## src/shared/e1_rx_frame_sync_defs.vh

```
// register indices, field positions, reset values and timing of the framer
`ifndef E1_RX_FRAME_SYNC_DEFS_VH
`define E1_RX_FRAME_SYNC_DEFS_VH
// register indices, byte address is four times the index
`define FS_IDX_MODE0 8'h4D
`define FS_IDX_MODE1 8'h4E
`define FS_IDX_STATUS 8'h4F
`define FS_IDX_SYNC_EN 8'h50
`define FS_IDX_EVENT_EN 8'h51
`define FS_IDX_SYNC_IND 8'h52
`define FS_IDX_EVENT_IND 8'h53
`define FS_LINK_STRIDE 12'h100
// framer_mode_primary fields
`define FS_M0_UNFRAMED 3
`define FS_M0_REF_CRC 2
`define FS_M0_AUTO 1
`define FS_M0_MANUAL 0
`define FS_MODE0_RST 4'h6
// framer_mode_criteria fields
`define FS_M1_LOSS_CRIT 7
`define FS_M1_CAS_EN 6
`define FS_M1_CRC_EN 5
`define FS_M1_CNT_NON_ALIGN_WORD 4
`define FS_M1_WORD_ERR 3
`define FS_M1_TS16_SPAN 2
`define FS_M1_ZERO_CHK 1
`define FS_M1_KEEP_SRCH 0
`define FS_MODE1_RST 8'hE0
// framer_sync_status fields
`define FS_ST_INTERWORK 4
`define FS_ST_CAS 3
`define FS_ST_CRC 2
`define FS_ST_OFFLINE 1
`define FS_ST_BASIC 0
`define FS_STATUS_RST 5'h0D
// sync indication: excess crc event above the five change flags
`define FS_SI_EXCESS 5
// loss criteria
`define FS_FAS_LOSS_CNT 2'h3
`define FS_CAS_LOSS_CNT 2'h2
// excessive crc-4 detection
`define FS_EXCESS_THRESH 10'h393
`define FS_WINDOW_S 1
`define FS_CLOCK_HZ 25000000
`endif

```

## src/e1_rx_frame_sync_control.v

```verilog
// e1 receive framer control, status and interrupt logic with apb slave
//
// Contract
// - each link owns its register copy, second link 0x100 above first
// - unframed bypass routes line stream around the frame processor
// - excess crc restarts search only with auto reframe also on
// - auto reframe off keeps frame locked; only manual request reframes
// - auto reframe on starts a new search on basic frame loss
// - manual reframe acts on a written 0 to 1 change only
// - loss after three fas pattern errors, or three non_align_word if selected
// - cas multiframe search runs after basic sync only when enabled
// - crc multiframe search runs after basic sync only when enabled
// - error criteria pick fas bit, fas word, plus non_align_word errors
// - cas loss on two pattern errors or zero ts16 per setting
// - interworking stops crc search unless keep searching is set
// - interwork flag shows interworking mode, reset 0
// - cas multiframe loss flag, reset 1
// - crc multiframe loss flag, reset 1
// - offline frame loss flag, reset 0
// - basic frame loss flag, reset 1
// - five enables gate change indications onto interrupt, reset 0
// - eight enables gate event indications onto interrupt, reset 0
// - change indication sets on any transition of its status flag
// - indications clear on written 1, written 0 leaves them
// - 915 crc-4 errors in one second while in sync is excessive
`default_nettype none
`include "e1_rx_frame_sync_defs.vh"
module e1_rx_frame_sync_control #(
    parameter LINKS = 2,
    parameter WINDOW_CYCLES = `FS_WINDOW_S * `FS_CLOCK_HZ
) (
    input wire i_clock,
    input wire i_rst_b,
    input wire i_clk_en,
    input wire i_psel,
    input wire i_penable,
    input wire i_pwrite,
    input wire [11:0] i_paddr,
    input wire [31:0] i_pwdata,
    output reg [31:0] o_prdata,
    output reg o_pready,
    output reg o_pslverr,
    input wire [LINKS-1:0] i_line_bit,
    input wire [LINKS-1:0] i_proc_bit,
    input wire [LINKS-1:0] i_frame_found,
    input wire [LINKS-1:0] i_fas_chk,
    input wire [LINKS-1:0] i_fas_bit_err,
    input wire [LINKS-1:0] i_fas_pat_err,
    input wire [LINKS-1:0] i_non_align_word_chk,
    input wire [LINKS-1:0] i_non_align_word_err,
    input wire [LINKS-1:0] i_align_moved,
    input wire [LINKS-1:0] i_offline_oos,
    input wire [LINKS-1:0] i_cas_mf_found,
    input wire [LINKS-1:0] i_cas_mf_chk,
    input wire [LINKS-1:0] i_cas_pat_err,
    input wire [LINKS-1:0] i_ts16_zero,
    input wire [LINKS-1:0] i_cas_mf_start,
    input wire [LINKS-1:0] i_crc_mf_found,
    input wire [LINKS-1:0] i_crc_mf_start,
    input wire [LINKS-1:0] i_crc_submf_start,
    input wire [LINKS-1:0] i_crc_pat_err,
    input wire [LINKS-1:0] i_crc4_err,
    input wire [LINKS-1:0] i_interwork,
    output reg [LINKS-1:0] o_rx_bit,
    output reg [LINKS-1:0] o_frame_search,
    output reg [LINKS-1:0] o_cas_search,
    output reg [LINKS-1:0] o_crc_search,
    output reg [LINKS-1:0] o_unframed,
    output reg o_int_b
);
    // word index within a link, or all ones when unmapped
    function [2:0] reg_sel;
        input [11:0] addr;
        reg [7:0] low;
        begin
            low = addr[9:2];
            if (addr[1:0] != 2'h0 || addr[11] != 1'b0 ||
                low < `FS_IDX_MODE0 || low > `FS_IDX_EVENT_IND) begin
                reg_sel = 3'h7;
            end else begin
                reg_sel = low[2:0] - 3'h5;
            end
        end
    endfunction

    // which link copy an address falls
    function link_of;
        input [11:0] addr;
        begin
            link_of = addr[10];
        end
    endfunction

    wire [2:0] sel;
    wire link;
    wire hit;
    wire access;
    wire commit;
    wire [LINKS-1:0] wr_l;
    wire [LINKS-1:0] irq_l;
    wire [LINKS-1:0] fsrch_l;
    wire [LINKS-1:0] csrch_l;
    wire [LINKS-1:0] rsrch_l;
    wire [LINKS-1:0] unf_l;
    wire [8*LINKS-1:0] rdata_all;
    wire [7:0] wdata;

    assign sel = reg_sel(i_paddr);
    assign link = link_of(i_paddr);
    assign hit = (sel != 3'h7) && (link < LINKS);
    assign access = i_psel & i_penable;
    assign commit = access & o_pready;
    assign wdata = i_pwdata[7:0];

    // apb slave: answer on the second access cycle
    always @(posedge i_clock or negedge i_rst_b) begin
        if (!i_rst_b) begin
            o_pready <= 1'b0;
            o_prdata <= 32'h0;
            o_pslverr <= 1'b0;
        end else if (i_clk_en) begin
            if (access && !o_pready) begin
                o_pready <= 1'b1;
                o_pslverr <= ~hit;
                if (hit && !i_pwrite) begin
                    o_prdata <= {24'h0, rdata_all[link*8 +: 8]};
                end else begin
                    o_prdata <= 32'h0;
                end
            end else begin
                o_pready <= 1'b0;
                o_pslverr <= 1'b0;
            end
        end
    end

    genvar g;
    generate
        for (g = 0; g < LINKS; g = g + 1) begin : lnk
            reg [3:0] mode0_r;
            reg [7:0] mode1_r;
            reg [4:0] stat_r;
            reg [4:0] sen_r;
            reg [7:0] een_r;
            reg [5:0] sind_r;
            reg [7:0] eind_r;
            reg [1:0] fas_cnt_r;
            reg [1:0] non_align_word_cnt_r;
            reg [1:0] cpat_cnt_r;
            reg zero_seen_r;
            reg [4:0] stat_nxt;
            reg [7:0] rd;
            wire wr;
            wire unf;
            wire auto;
            wire bsync;
            wire csync;
            wire rsync;
            wire iw_block;
            wire manual_fire;
            wire excess;
            wire fas_loss;
            wire non_align_word_loss;
            wire lose_b;
            wire restart;
            wire found_b;
            wire cas_lose;
            wire ferr;
            wire [5:0] sset;
            wire [7:0] eset;

            // register copy selected by this link's address window
            assign wr = commit & i_pwrite & hit & (link == g);
            assign wr_l[g] = wr;
            assign unf = mode0_r[`FS_M0_UNFRAMED];
            assign auto = mode0_r[`FS_M0_AUTO];
            assign bsync = ~stat_r[`FS_ST_BASIC];
            assign csync = ~stat_r[`FS_ST_CAS];
            assign rsync = ~stat_r[`FS_ST_CRC];
            assign iw_block = stat_r[`FS_ST_INTERWORK] &
                ~mode1_r[`FS_M1_KEEP_SRCH];
            assign manual_fire = wr && sel == 3'h0 &&
                wdata[`FS_M0_MANUAL] && !mode0_r[`FS_M0_MANUAL];
            assign fas_loss = i_fas_chk[g] & i_fas_pat_err[g] &
                (fas_cnt_r >= `FS_FAS_LOSS_CNT - 2'h1);
            assign non_align_word_loss = mode1_r[`FS_M1_LOSS_CRIT] &
                i_non_align_word_chk[g] & i_non_align_word_err[g] &
                (non_align_word_cnt_r >= `FS_FAS_LOSS_CNT - 2'h1);
            // locked in frame unless automatic reframing is on
            assign lose_b = ~unf & bsync & auto & (fas_loss | non_align_word_loss);
            assign restart = manual_fire |
                (excess & mode0_r[`FS_M0_REF_CRC] & auto);
            assign found_b = ~unf & i_frame_found[g];
            assign cas_lose = ~unf & csync & i_cas_mf_chk[g] &
                ((i_cas_pat_err[g] &
                  cpat_cnt_r == `FS_CAS_LOSS_CNT - 2'h1) |
                 (mode1_r[`FS_M1_ZERO_CHK] & i_ts16_zero[g] &
                  (~mode1_r[`FS_M1_TS16_SPAN] | zero_seen_r)));
            assign ferr = bsync & ((i_fas_chk[g] &
                (mode1_r[`FS_M1_WORD_ERR] ? i_fas_pat_err[g] :
                 i_fas_bit_err[g])) |
                (mode1_r[`FS_M1_CNT_NON_ALIGN_WORD] & i_non_align_word_chk[g] &
                 i_non_align_word_err[g]));

            e1_excess_crc_monitor #(
                .WINDOW_CYCLES(WINDOW_CYCLES),
                .THRESH(`FS_EXCESS_THRESH)
            ) u_excess (
                .i_clock(i_clock),
                .i_rst_b(i_rst_b),
                .i_clk_en(i_clk_en),
                .i_in_sync(rsync & ~unf),
                .i_crc_err(i_crc4_err[g]),
                .o_excess(excess)
            );

            // next sync status
            always @* begin
                stat_nxt = stat_r;
                if (restart | lose_b) begin
                    stat_nxt[`FS_ST_BASIC] = 1'b1;
                end else if (found_b) begin
                    stat_nxt[`FS_ST_BASIC] = 1'b0;
                end
                if (!mode1_r[`FS_M1_CAS_EN] || stat_nxt[`FS_ST_BASIC] ||
                    cas_lose) begin
                    stat_nxt[`FS_ST_CAS] = 1'b1;
                end else if (i_cas_mf_found[g] && !unf) begin
                    stat_nxt[`FS_ST_CAS] = 1'b0;
                end
                if (!mode1_r[`FS_M1_CRC_EN] || stat_nxt[`FS_ST_BASIC]) begin
                    stat_nxt[`FS_ST_CRC] = 1'b1;
                end else if (i_crc_mf_found[g] && !unf && !iw_block) begin
                    stat_nxt[`FS_ST_CRC] = 1'b0;
                end
                stat_nxt[`FS_ST_OFFLINE] = i_offline_oos[g];
                stat_nxt[`FS_ST_INTERWORK] = i_interwork[g] & ~unf;
            end

            // change flags on any status transition, plus excess crc
            assign sset = {excess, stat_nxt ^ stat_r};
            assign eset = {8{~unf}} & {
                i_cas_mf_start[g] & csync,
                i_crc_submf_start[g] & rsync,
                i_cas_mf_chk[g] & i_cas_pat_err[g] & csync,
                i_crc_mf_start[g] & rsync,
                i_crc_pat_err[g] & rsync,
                i_crc4_err[g] & rsync,
                ferr,
                i_align_moved[g]};

            always @(posedge i_clock or negedge i_rst_b) begin
                if (!i_rst_b) begin
                    mode0_r <= `FS_MODE0_RST;
                    mode1_r <= `FS_MODE1_RST;
                    stat_r <= `FS_STATUS_RST;
                    sen_r <= 5'h00;
                    een_r <= 8'h00;
                    sind_r <= 6'h00;
                    eind_r <= 8'h00;
                    fas_cnt_r <= 2'h0;
                    non_align_word_cnt_r <= 2'h0;
                    cpat_cnt_r <= 2'h0;
                    zero_seen_r <= 1'b0;
                end else if (i_clk_en) begin
                    stat_r <= stat_nxt;
                    if (wr && sel == 3'h0) begin
                        mode0_r <= wdata[3:0];
                    end
                    if (wr && sel == 3'h1) begin
                        mode1_r <= wdata;
                    end
                    if (wr && sel == 3'h3) begin
                        sen_r <= wdata[4:0];
                    end
                    if (wr && sel == 3'h4) begin
                        een_r <= wdata;
                    end
                    // write one clears, a new event wins
                    sind_r <= (sind_r & ~((wr && sel == 3'h5) ?
                        wdata[5:0] : 6'h00)) | sset;
                    eind_r <= (eind_r & ~((wr && sel == 3'h6) ?
                        wdata : 8'h00)) | eset;
                    // consecutive fas and non_align_word error counts
                    if (!bsync || restart) begin
                        fas_cnt_r <= 2'h0;
                        non_align_word_cnt_r <= 2'h0;
                    end else begin
                        if (i_fas_chk[g]) begin
                            fas_cnt_r <= i_fas_pat_err[g] ?
                                (fas_cnt_r == `FS_FAS_LOSS_CNT ?
                                 fas_cnt_r : fas_cnt_r + 2'h1) : 2'h0;
                        end
                        if (i_non_align_word_chk[g]) begin
                            non_align_word_cnt_r <= i_non_align_word_err[g] ?
                                (non_align_word_cnt_r == `FS_FAS_LOSS_CNT ?
                                 non_align_word_cnt_r : non_align_word_cnt_r + 2'h1) : 2'h0;
                        end
                    end
                    // consecutive cas pattern count and previous zero ts16 flag
                    if (!csync || cas_lose) begin
                        cpat_cnt_r <= 2'h0;
                        zero_seen_r <= 1'b0;
                    end else if (i_cas_mf_chk[g]) begin
                        cpat_cnt_r <= i_cas_pat_err[g] ?
                            cpat_cnt_r + 2'h1 : 2'h0;
                        zero_seen_r <= i_ts16_zero[g];
                    end
                end
            end

            // read mux
            always @* begin
                case (sel)
                    3'h0: rd = {4'h0, mode0_r};
                    3'h1: rd = mode1_r;
                    3'h2: rd = {3'h0, stat_r};
                    3'h3: rd = {3'h0, sen_r};
                    3'h4: rd = een_r;
                    3'h5: rd = {2'h0, sind_r};
                    3'h6: rd = eind_r;
                    default: rd = 8'h00;
                endcase
            end
            assign rdata_all[g*8 +: 8] = rd;

            // enabled indications raise the interrupt
            assign irq_l[g] = (|(sind_r[4:0] & sen_r)) | (|(eind_r & een_r));
            assign fsrch_l[g] = ~unf & stat_r[`FS_ST_BASIC];
            assign csrch_l[g] = ~unf & mode1_r[`FS_M1_CAS_EN] & bsync &
                stat_r[`FS_ST_CAS];
            assign rsrch_l[g] = ~unf & mode1_r[`FS_M1_CRC_EN] & bsync &
                stat_r[`FS_ST_CRC] & ~iw_block;
            assign unf_l[g] = unf;
        end
    endgenerate

    // registered outputs
    always @(posedge i_clock or negedge i_rst_b) begin
        if (!i_rst_b) begin
            o_rx_bit <= {LINKS{1'b0}};
            o_frame_search <= {LINKS{1'b0}};
            o_cas_search <= {LINKS{1'b0}};
            o_crc_search <= {LINKS{1'b0}};
            o_unframed <= {LINKS{1'b0}};
            o_int_b <= 1'b1;
        end else if (i_clk_en) begin
            // unframed links take the raw line bit
            o_rx_bit <= (unf_l & i_line_bit) | (~unf_l & i_proc_bit);
            o_frame_search <= fsrch_l;
            o_cas_search <= csrch_l;
            o_crc_search <= rsrch_l;
            o_unframed <= unf_l;
            o_int_b <= ~|irq_l;
        end
    end
endmodule // e1_rx_frame_sync_control
`default_nettype wire

```

## src/e1_excess_crc_monitor.v

```verilog
// excessive crc-4 error detector over a fixed window
`default_nettype none
module e1_excess_crc_monitor #(
    parameter WINDOW_CYCLES = 25000000,
    parameter [9:0] THRESH = 10'h393
) (
    input wire i_clock,
    input wire i_rst_b,
    input wire i_clk_en,
    input wire i_in_sync,
    input wire i_crc_err,
    output reg o_excess
);
    reg [31:0] win_r;
    reg [9:0] cnt_r;
    wire win_end;
    assign win_end = (win_r == WINDOW_CYCLES - 1);
    always @(posedge i_clock or negedge i_rst_b) begin
        if (!i_rst_b) begin
            win_r <= 32'h0;
            cnt_r <= 10'h000;
            o_excess <= 1'b0;
        end else if (i_clk_en) begin
            o_excess <= 1'b0;
            if (!i_in_sync) begin
                // detection suspended while out of sync
                win_r <= 32'h0;
                cnt_r <= 10'h000;
            end else if (win_end) begin
                win_r <= 32'h0;
                cnt_r <= 10'h000;
                if (i_crc_err && cnt_r == THRESH - 10'h001) begin
                    o_excess <= 1'b1;
                end
            end else begin
                win_r <= win_r + 32'h1;
                if (i_crc_err && cnt_r != THRESH) begin
                    cnt_r <= cnt_r + 10'h001;
                    // one event per window on reaching the count
                    o_excess <= (cnt_r == THRESH - 10'h001);
                end
            end
        end
    end
endmodule // e1_excess_crc_monitor
`default_nettype wire

```

## config.mk

```make
export PLATFORM = sky130hd
export DESIGN_NAME = e1_rx_frame_sync_control
export DESIGN_NICKNAME = d
export VERILOG_FILES = /design/src/e1_rx_frame_sync_control.v /design/src/e1_excess_crc_monitor.v
export VERILOG_INCLUDE_DIRS = /design/src /design/src/shared
export SDC_FILE = /design/constraint.sdc
export NUM_CORES = 1
export LEC_CHECK = 0
export BUFFER_PORTS_ARGS = -buffer_cell sky130_fd_sc_hd__buf_2
export CORE_UTILIZATION = 55
export CTS_BUF_LIST = sky130_fd_sc_hd__clkbuf_2
export CTS_CLUSTER_SIZE = 28
export DETAILED_ROUTE_END_ITERATION = 8
export GPL_TIMING_DRIVEN = 0
export PLACE_DENSITY = 0.75
export SLEW_MARGIN = 10
export SYNTH_ARGS = -nofsm -noshare
export SYNTH_HDL_FRONTEND = slang
export SYNTH_HIERARCHICAL = 1
export SYNTH_SLANG_ARGS = --single-unit
```

## constraint.sdc

```tcl
create_clock -name i_clock -period 1.85 [get_ports i_clock]
set_input_delay 0.37 -clock i_clock [delete_from_list [all_inputs] [get_ports i_clock]]
set_output_delay 0.37 -clock i_clock [all_outputs]
set_load 0.02 [all_outputs]
```

# Yosys cells after proc, flatten, opt, wreduce, memory -nomap -nowiden
# Index checks and enable logic that the tools add are counted.
[totals]
regBits = 233
latchBits = 0
ramBits = 0
romBits = 0
inputBits = 92
out_inout_bits = 45
memories = 0
[classes]
add_sub_neg = 11
mul = 0
div = 0
n_lt_le_gt_ge = 6
n_eq_ne = 25
shifts = 1
n_mux = 68
bitwise_logic = 138
n_reduce_logical = 84
[op_table]
columns = ["operator", "count"]
rows = [
  ["$mux 32", 4],
  ["$pmux 8 s7", 2],
  ["$and 1x1->1", 84],
  ["$add 32x1->32 const B", 2],
  ["$eq 32x25->1 const B", 2],
  ["$mux 10", 6],
  ["$and 8x8->8", 6],
  ["$mux 2", 22],
  ["$logic_and 1x1->1", 28],
  ["$mux 1", 28],
  ["$reduce_and 2->1", 13],
  ["$mux 8", 3],
  ["$ne 3x3->1 const B", 7],
  ["$add 10x1->10 const B", 2],
  ["$eq 10x10->1 const B", 2],
  ["$ne 10x10->1 const B", 2],
  ["$not 1->1", 16],
  ["$not 8->8", 2],
  ["$or 8x8->8", 2],
  ["$reduce_or 8->1", 2],
  ["$shiftx 16x5->8", 1],
  ["$or 1x1->1", 14],
  ["$reduce_bool 2->1", 7],
  ["$logic_not 1->1", 13],
  ["other kinds (25)", 63],
]

# Longest topological paths before layout
[logic_depth]
ltp_word = 19
ltp_mapped = 11
ltp_nobuf = 7

# Modules after synthesis
# The synthesis kept the hierarchy.
[modules_own_cells]
columns = ["module", "n_inst", "cells_per_inst", "area_per_inst_um2", "seq_area_each_um2"]
rows = [
  ["e1_rx_frame_sync_control", 1, 668, 6981.7, 3099.2],
  ["e1_excess_crc_monitor", 2, 253, 2522.4, 1076.0],
]

# Worst setup path before layout
# No wires, ideal clock.
[synth_path]
path_type = "input -> register"
startpoint = "input port i_paddr[2]"
endpoint = "register lnk[0].sen_r[0]"
t_arrival_ps = 2985
required_ps = 1725
path_slack_ps = -1260
stages = 8
cell_sequence = "buf_1 -> inv_1 -> ha_1 -> xor2_2 -> o32ai_2 -> or3_4 -> nor4_4 -> mux2_2"
[synth_between]
elab_chain_cells = 9
[synth_lines]
columns = ["element", "line", "text"]
rows = [
  ["start: declaration", "e1_rx_frame_sync_control.v:38", "input wire [11:0] i_paddr,"],
  ["$lt 8x7->1 (no source line)", "-", ""],
  ["$logic_or 1x1->1 (no source line) (2 in a row)", "-", ""],
  ["$mux 3 *", "e1_rx_frame_sync_control.v:77", "if (addr[1:0] != 2'h0 || addr[11] != 1'b0 ||"],
  ["$ne 3x3->1", "e1_rx_frame_sync_control.v:110", "assign hit = (sel != 3'h7) && (link < LINKS);"],
  ["$and 1x1->1 (2 in a row)", "e1_rx_frame_sync_control.v:173", "assign wr = commit & i_pwrite & hit & (link == g);"],
  ["$logic_and 1x1->1 *", "e1_rx_frame_sync_control.v:273", "if (wr && sel == 3'h3) begin"],
  ["$reduce_and 2->1 (no source line) *", "-", ""],
  ["end signal: assignment", "e1_rx_frame_sync_control.v:274", "sen_r <= wdata[4:0];"],
  ["end: declaration", "e1_rx_frame_sync_control.v:143", "reg [4:0] sen_r;"],
]
# Every way passes the cells marked *; elsewhere a longest branch is shown, timed or not.
# A chain may end at the register's enable or synchronous reset.

# Worst setup path after layout
[layout_path]
startpoint = "register o_pready"
endpoint = "register lnk[0].sen_r[1]"
[layout_between]
elab_chain_cells = 6
[layout_lines]
columns = ["element", "line", "text"]
rows = [
  ["start: declaration", "e1_rx_frame_sync_control.v:41", "output reg o_pready,"],
  ["start signal: assignment", "e1_rx_frame_sync_control.v:118", "o_pready <= 1'b0;"],
  ["start signal: assignment", "e1_rx_frame_sync_control.v:123", "o_pready <= 1'b1;"],
  ["start signal: assignment", "e1_rx_frame_sync_control.v:131", "o_pready <= 1'b0;"],
  ["$and 1x1->1", "e1_rx_frame_sync_control.v:112", "assign commit = access & o_pready;"],
  ["$and 1x1->1 (3 in a row)", "e1_rx_frame_sync_control.v:173", ""],
  ["$logic_and 1x1->1", "e1_rx_frame_sync_control.v:273", ""],
  ["$reduce_and 2->1 (no source line)", "-", ""],
]
# No other way between the ends.

==> key figures <==
Timing
  • RSZ-0062 raised after global routing: true
  • Fin. Hold Viols: 0
  • Setup violators final: 150
  • Final Skew: 0.0949 ns
  • Slew Limit Fails: 0
  • Least-Margin Pin Slew: 0.892 ns
  • TNS Setup: -15.16 ns
  • Setup ws final: -0.225 ns
  • Final Critical Period: 2.07 ns
  • Normalized max-slew margin: 0.405
  • Fin crit share: 1.12
  • Hold slack: 0.0354 ns
  • Fmax: 482 MHz

Setup path
  • Critical path class: reg -> reg
  • Setup crit start kind: flop
  • Reg2reg start: o_pready
  • Worst Setup SP: o_pready
  • Crit-path max FO: 4
  • Crit. End Element: flop
  • Critical Path AT: 2.81 ns
  • Worst Path Required: 2.58 ns

Floorplan
  • Initial Util: 0.567
  • DIE AREA: 22500 sq um
  • Die width: 150 um
  • I/O pin count: 137
  • Area of the core: 21200 sq um
  • Die Ht: 150 um
  • Row count: 53

Routing
  • Via count: 11180
  • Vias per cell: 6.18
  • DR WL/cell: 21.5 um
  • Final ANT Viol Nets: 0
  • Remaining DRCs: 0
  • Final WL: 38900 um
  • Drt pass-1 iters: 5
  • Starting DRT DRC Count: 1158

Status
  • Status: complete, but fails checks
  • Failing checks: setup timing

Finish
  • Layout Area Growth over Synthesis: 33.0%
  • Final non-filler cell total: 1810
  • Proportion of layout cells with a drive suffix above 1: 0.386
  • Layout Utilization: 0.754
  • Most frequent cells in the layout: dfrtp_1, nand2_1, clkbuf_2, buf_2, buf_4
  • Nets: 1594
  • Commonest non-fill, non-tap cell in the layout: dfrtp_1

Placement
  • Placed insts: 1561
  • Final GP Congestion: 0.992
  • Detailed Place HPWL: 24900 um
  • # port buffers: 87

Yosys
  • Post-synthesis cell area: 12000 sq um
  • Top FF cell, synth: dfrtp_1
  • #FFs+latches synth: 209
  • Ys Warns: 6
  • Yosys cell types: 84
  • Post-Syn Instances: 1174
  • Seq/Total Area, Yosys: 0.437
  • Post-synth EDFFs: 0
  • Share of async-settable or async-resettable flops after synthesis: 1.00
  • Mean Syn Cell Area: 10.2 sq um

Global routing
  • Largest net degree at the start of global routing: 85
  • Gr usage total: 0.343
  • Congestion Overflow GR: 0
  • Number of global-route vias before repair: 10872
  • First-pass GRT wire length: 58900 um
  • Initial antenna violation count: 1

Power and ir drop
  • Power after layout: 9.50 mW
  • PwrDens: 594 nW/um^2
  • Leak Pwr: 7.15 nW
  • VDD IR-drop max: 0.460 mV

Worst hold path
  • Hold Crit Class: in -> async

Clocking
  • Clock insertion delay at the later pin of the skew report: 0.85 ns
  • Root buf cell: clkbuf_2
  • CTS tree: yes
  • Htree depth: 2
  • Clock buffer depth: 3
  • Num CTS Buffers: 57
  • Clk pin slew, worst setup/hold paths: 0.14 ns
  • Clock sinks: 209

Job
  • Max-cap violation count: 0
-- synthesized netlist by cell type, types with 12 or more instances --
library cell	instances	area, sq um
nand4_1	41	257
clkbuf_1	29	109
nor3_1	15	75.1
mux2i_1	22	220
a221oi_1	12	105
dfrtp_1	192	4800
a221o_1	16	160
nor2_1	71	267
a22o_1	25	219
mux2_2	61	687
a21oi_1	12	60.1
ha_1	17	213
o21ai_0	32	160
buf_4	24	180
inv_1	43	161
nand2_1	104	390
a22oi_1	12	90.1
nor2_2	40	250
dfstp_2	17	447
nor2b_1	13	81.3
nand3_1	59	295
and3_1	27	169
xor2_1	44	385
xnor2_1	14	123
-- where the power goes --
group / switching [mW] / internal (mW)
Clock: 2.09 / 1.20
Sequential: 0.103 / 4.68
Combinational: 0.820 / 0.603
-- final timing paths --
check | to | slack, ns | cells after the start
setup / recovery | lnk[0].sen_r[1] | -0.22 | 7
hold / removal | lnk[0].sen_r[0] | 0.04 | 2
setup reg to reg | lnk[0].sen_r[1] | -0.22 | 7
hold reg to reg | o_frame_search[0] | 0.49 | 2
max in group asynchronous | lnk[1].mode1_r[0] | 0.49 | 3
min in group i_clock | lnk[0].eind_r[1] | 0.06 | 3
-- per-stage QoR --
step,worst slack (ns),instance area (sq um)
floorplan,-0.792,12400
global placement,-3.25,13100
detailed placement,-1.57,13200
CTS,-0.164,15300
global route,-0.272,16000
finish,-0.225,16000
-- timing repair --
| action | 4_1_cts | 5_1_grt |
|---|---|---|
| cloned | 3 | 2 |
| hold buffers | 47 | 0 |
| pin swaps | 45 | 69 |
| setup buffers | 71 | 24 |
| setup endpoints to repair | 185 | 179 |
| endpoints found under the hold margin | 184 | 0 |
| gates resized for setup | 114 | 146 |
-- routing by layer --
metal | wire length (um) | GRT usage | vias up | part of all wire
li1 | - | - | 4985 | -
met1 | 15700 | 0.440 | 5466 | 0.40
met2 | 18300 | 0.551 | 576 | 0.47
met3 | 2960 | 0.0668 | 153 | 0.076
met4 | 1950 | 0.177 | 0 | 0.050
met5 | 0 | 0 | - | 0
-- flip-flops by register name (all words and copies together) (netlist names), 2 cells and up --
register	cells
lnk.fas_cnt_r	4
lnk.cpat_cnt_r	4
o_cas_search	2
o_prdata	8
lnk.zero_seen_r	2
lnk.mode0_r	8
lnk.een_r	16
lnk.stat_r	10
o_rx_bit	2
lnk.eind_r	16
o_unframed	2
lnk.u_excess/win_r	64
lnk.sind_r	12
o_frame_search	2
lnk.u_excess/o_excess	2
o_crc_search	2
lnk.mode1_r	16
lnk.sen_r	10
lnk.u_excess/cnt_r	20
lnk.non_align_word_cnt_r	4
-- critical path, cell delays in order, from the launching register on --
cell	delay [ns]
dfrtp_1	0.39
and4_4	0.25
nand3b_1	0.13
or3_4	0.43
nor4_4	0.14
buf_4	0.19
buf_6	0.12
mux2_4	0.29
-- final cells by class --
class                      count  area [sq um]
antenna                        1          2.50
buffer                        68           509
clock buffer                  80           400
clock inverter                28           120
fill                        1452          5220
inverter                      43           169
multi-input combinational    874          7190
sequential                   209          5260
tap                          275           344
timing repair buffer         232          2010
-- kinds of logic after synthesis --
logic type                 after synthesis  synth area share
muxes                                   84            0.0773
other                                    1          0.000312
xor gates and xnor gates                59            0.0436
DFF                                    209             0.437
adders and majority gates               17            0.0177
AOI/OAI and AO/OA                      219             0.145
buffers and inverters                  115            0.0519
and+or+nand+nor                        470             0.228
No activity file was read; power rests on OpenSTA's default activity.
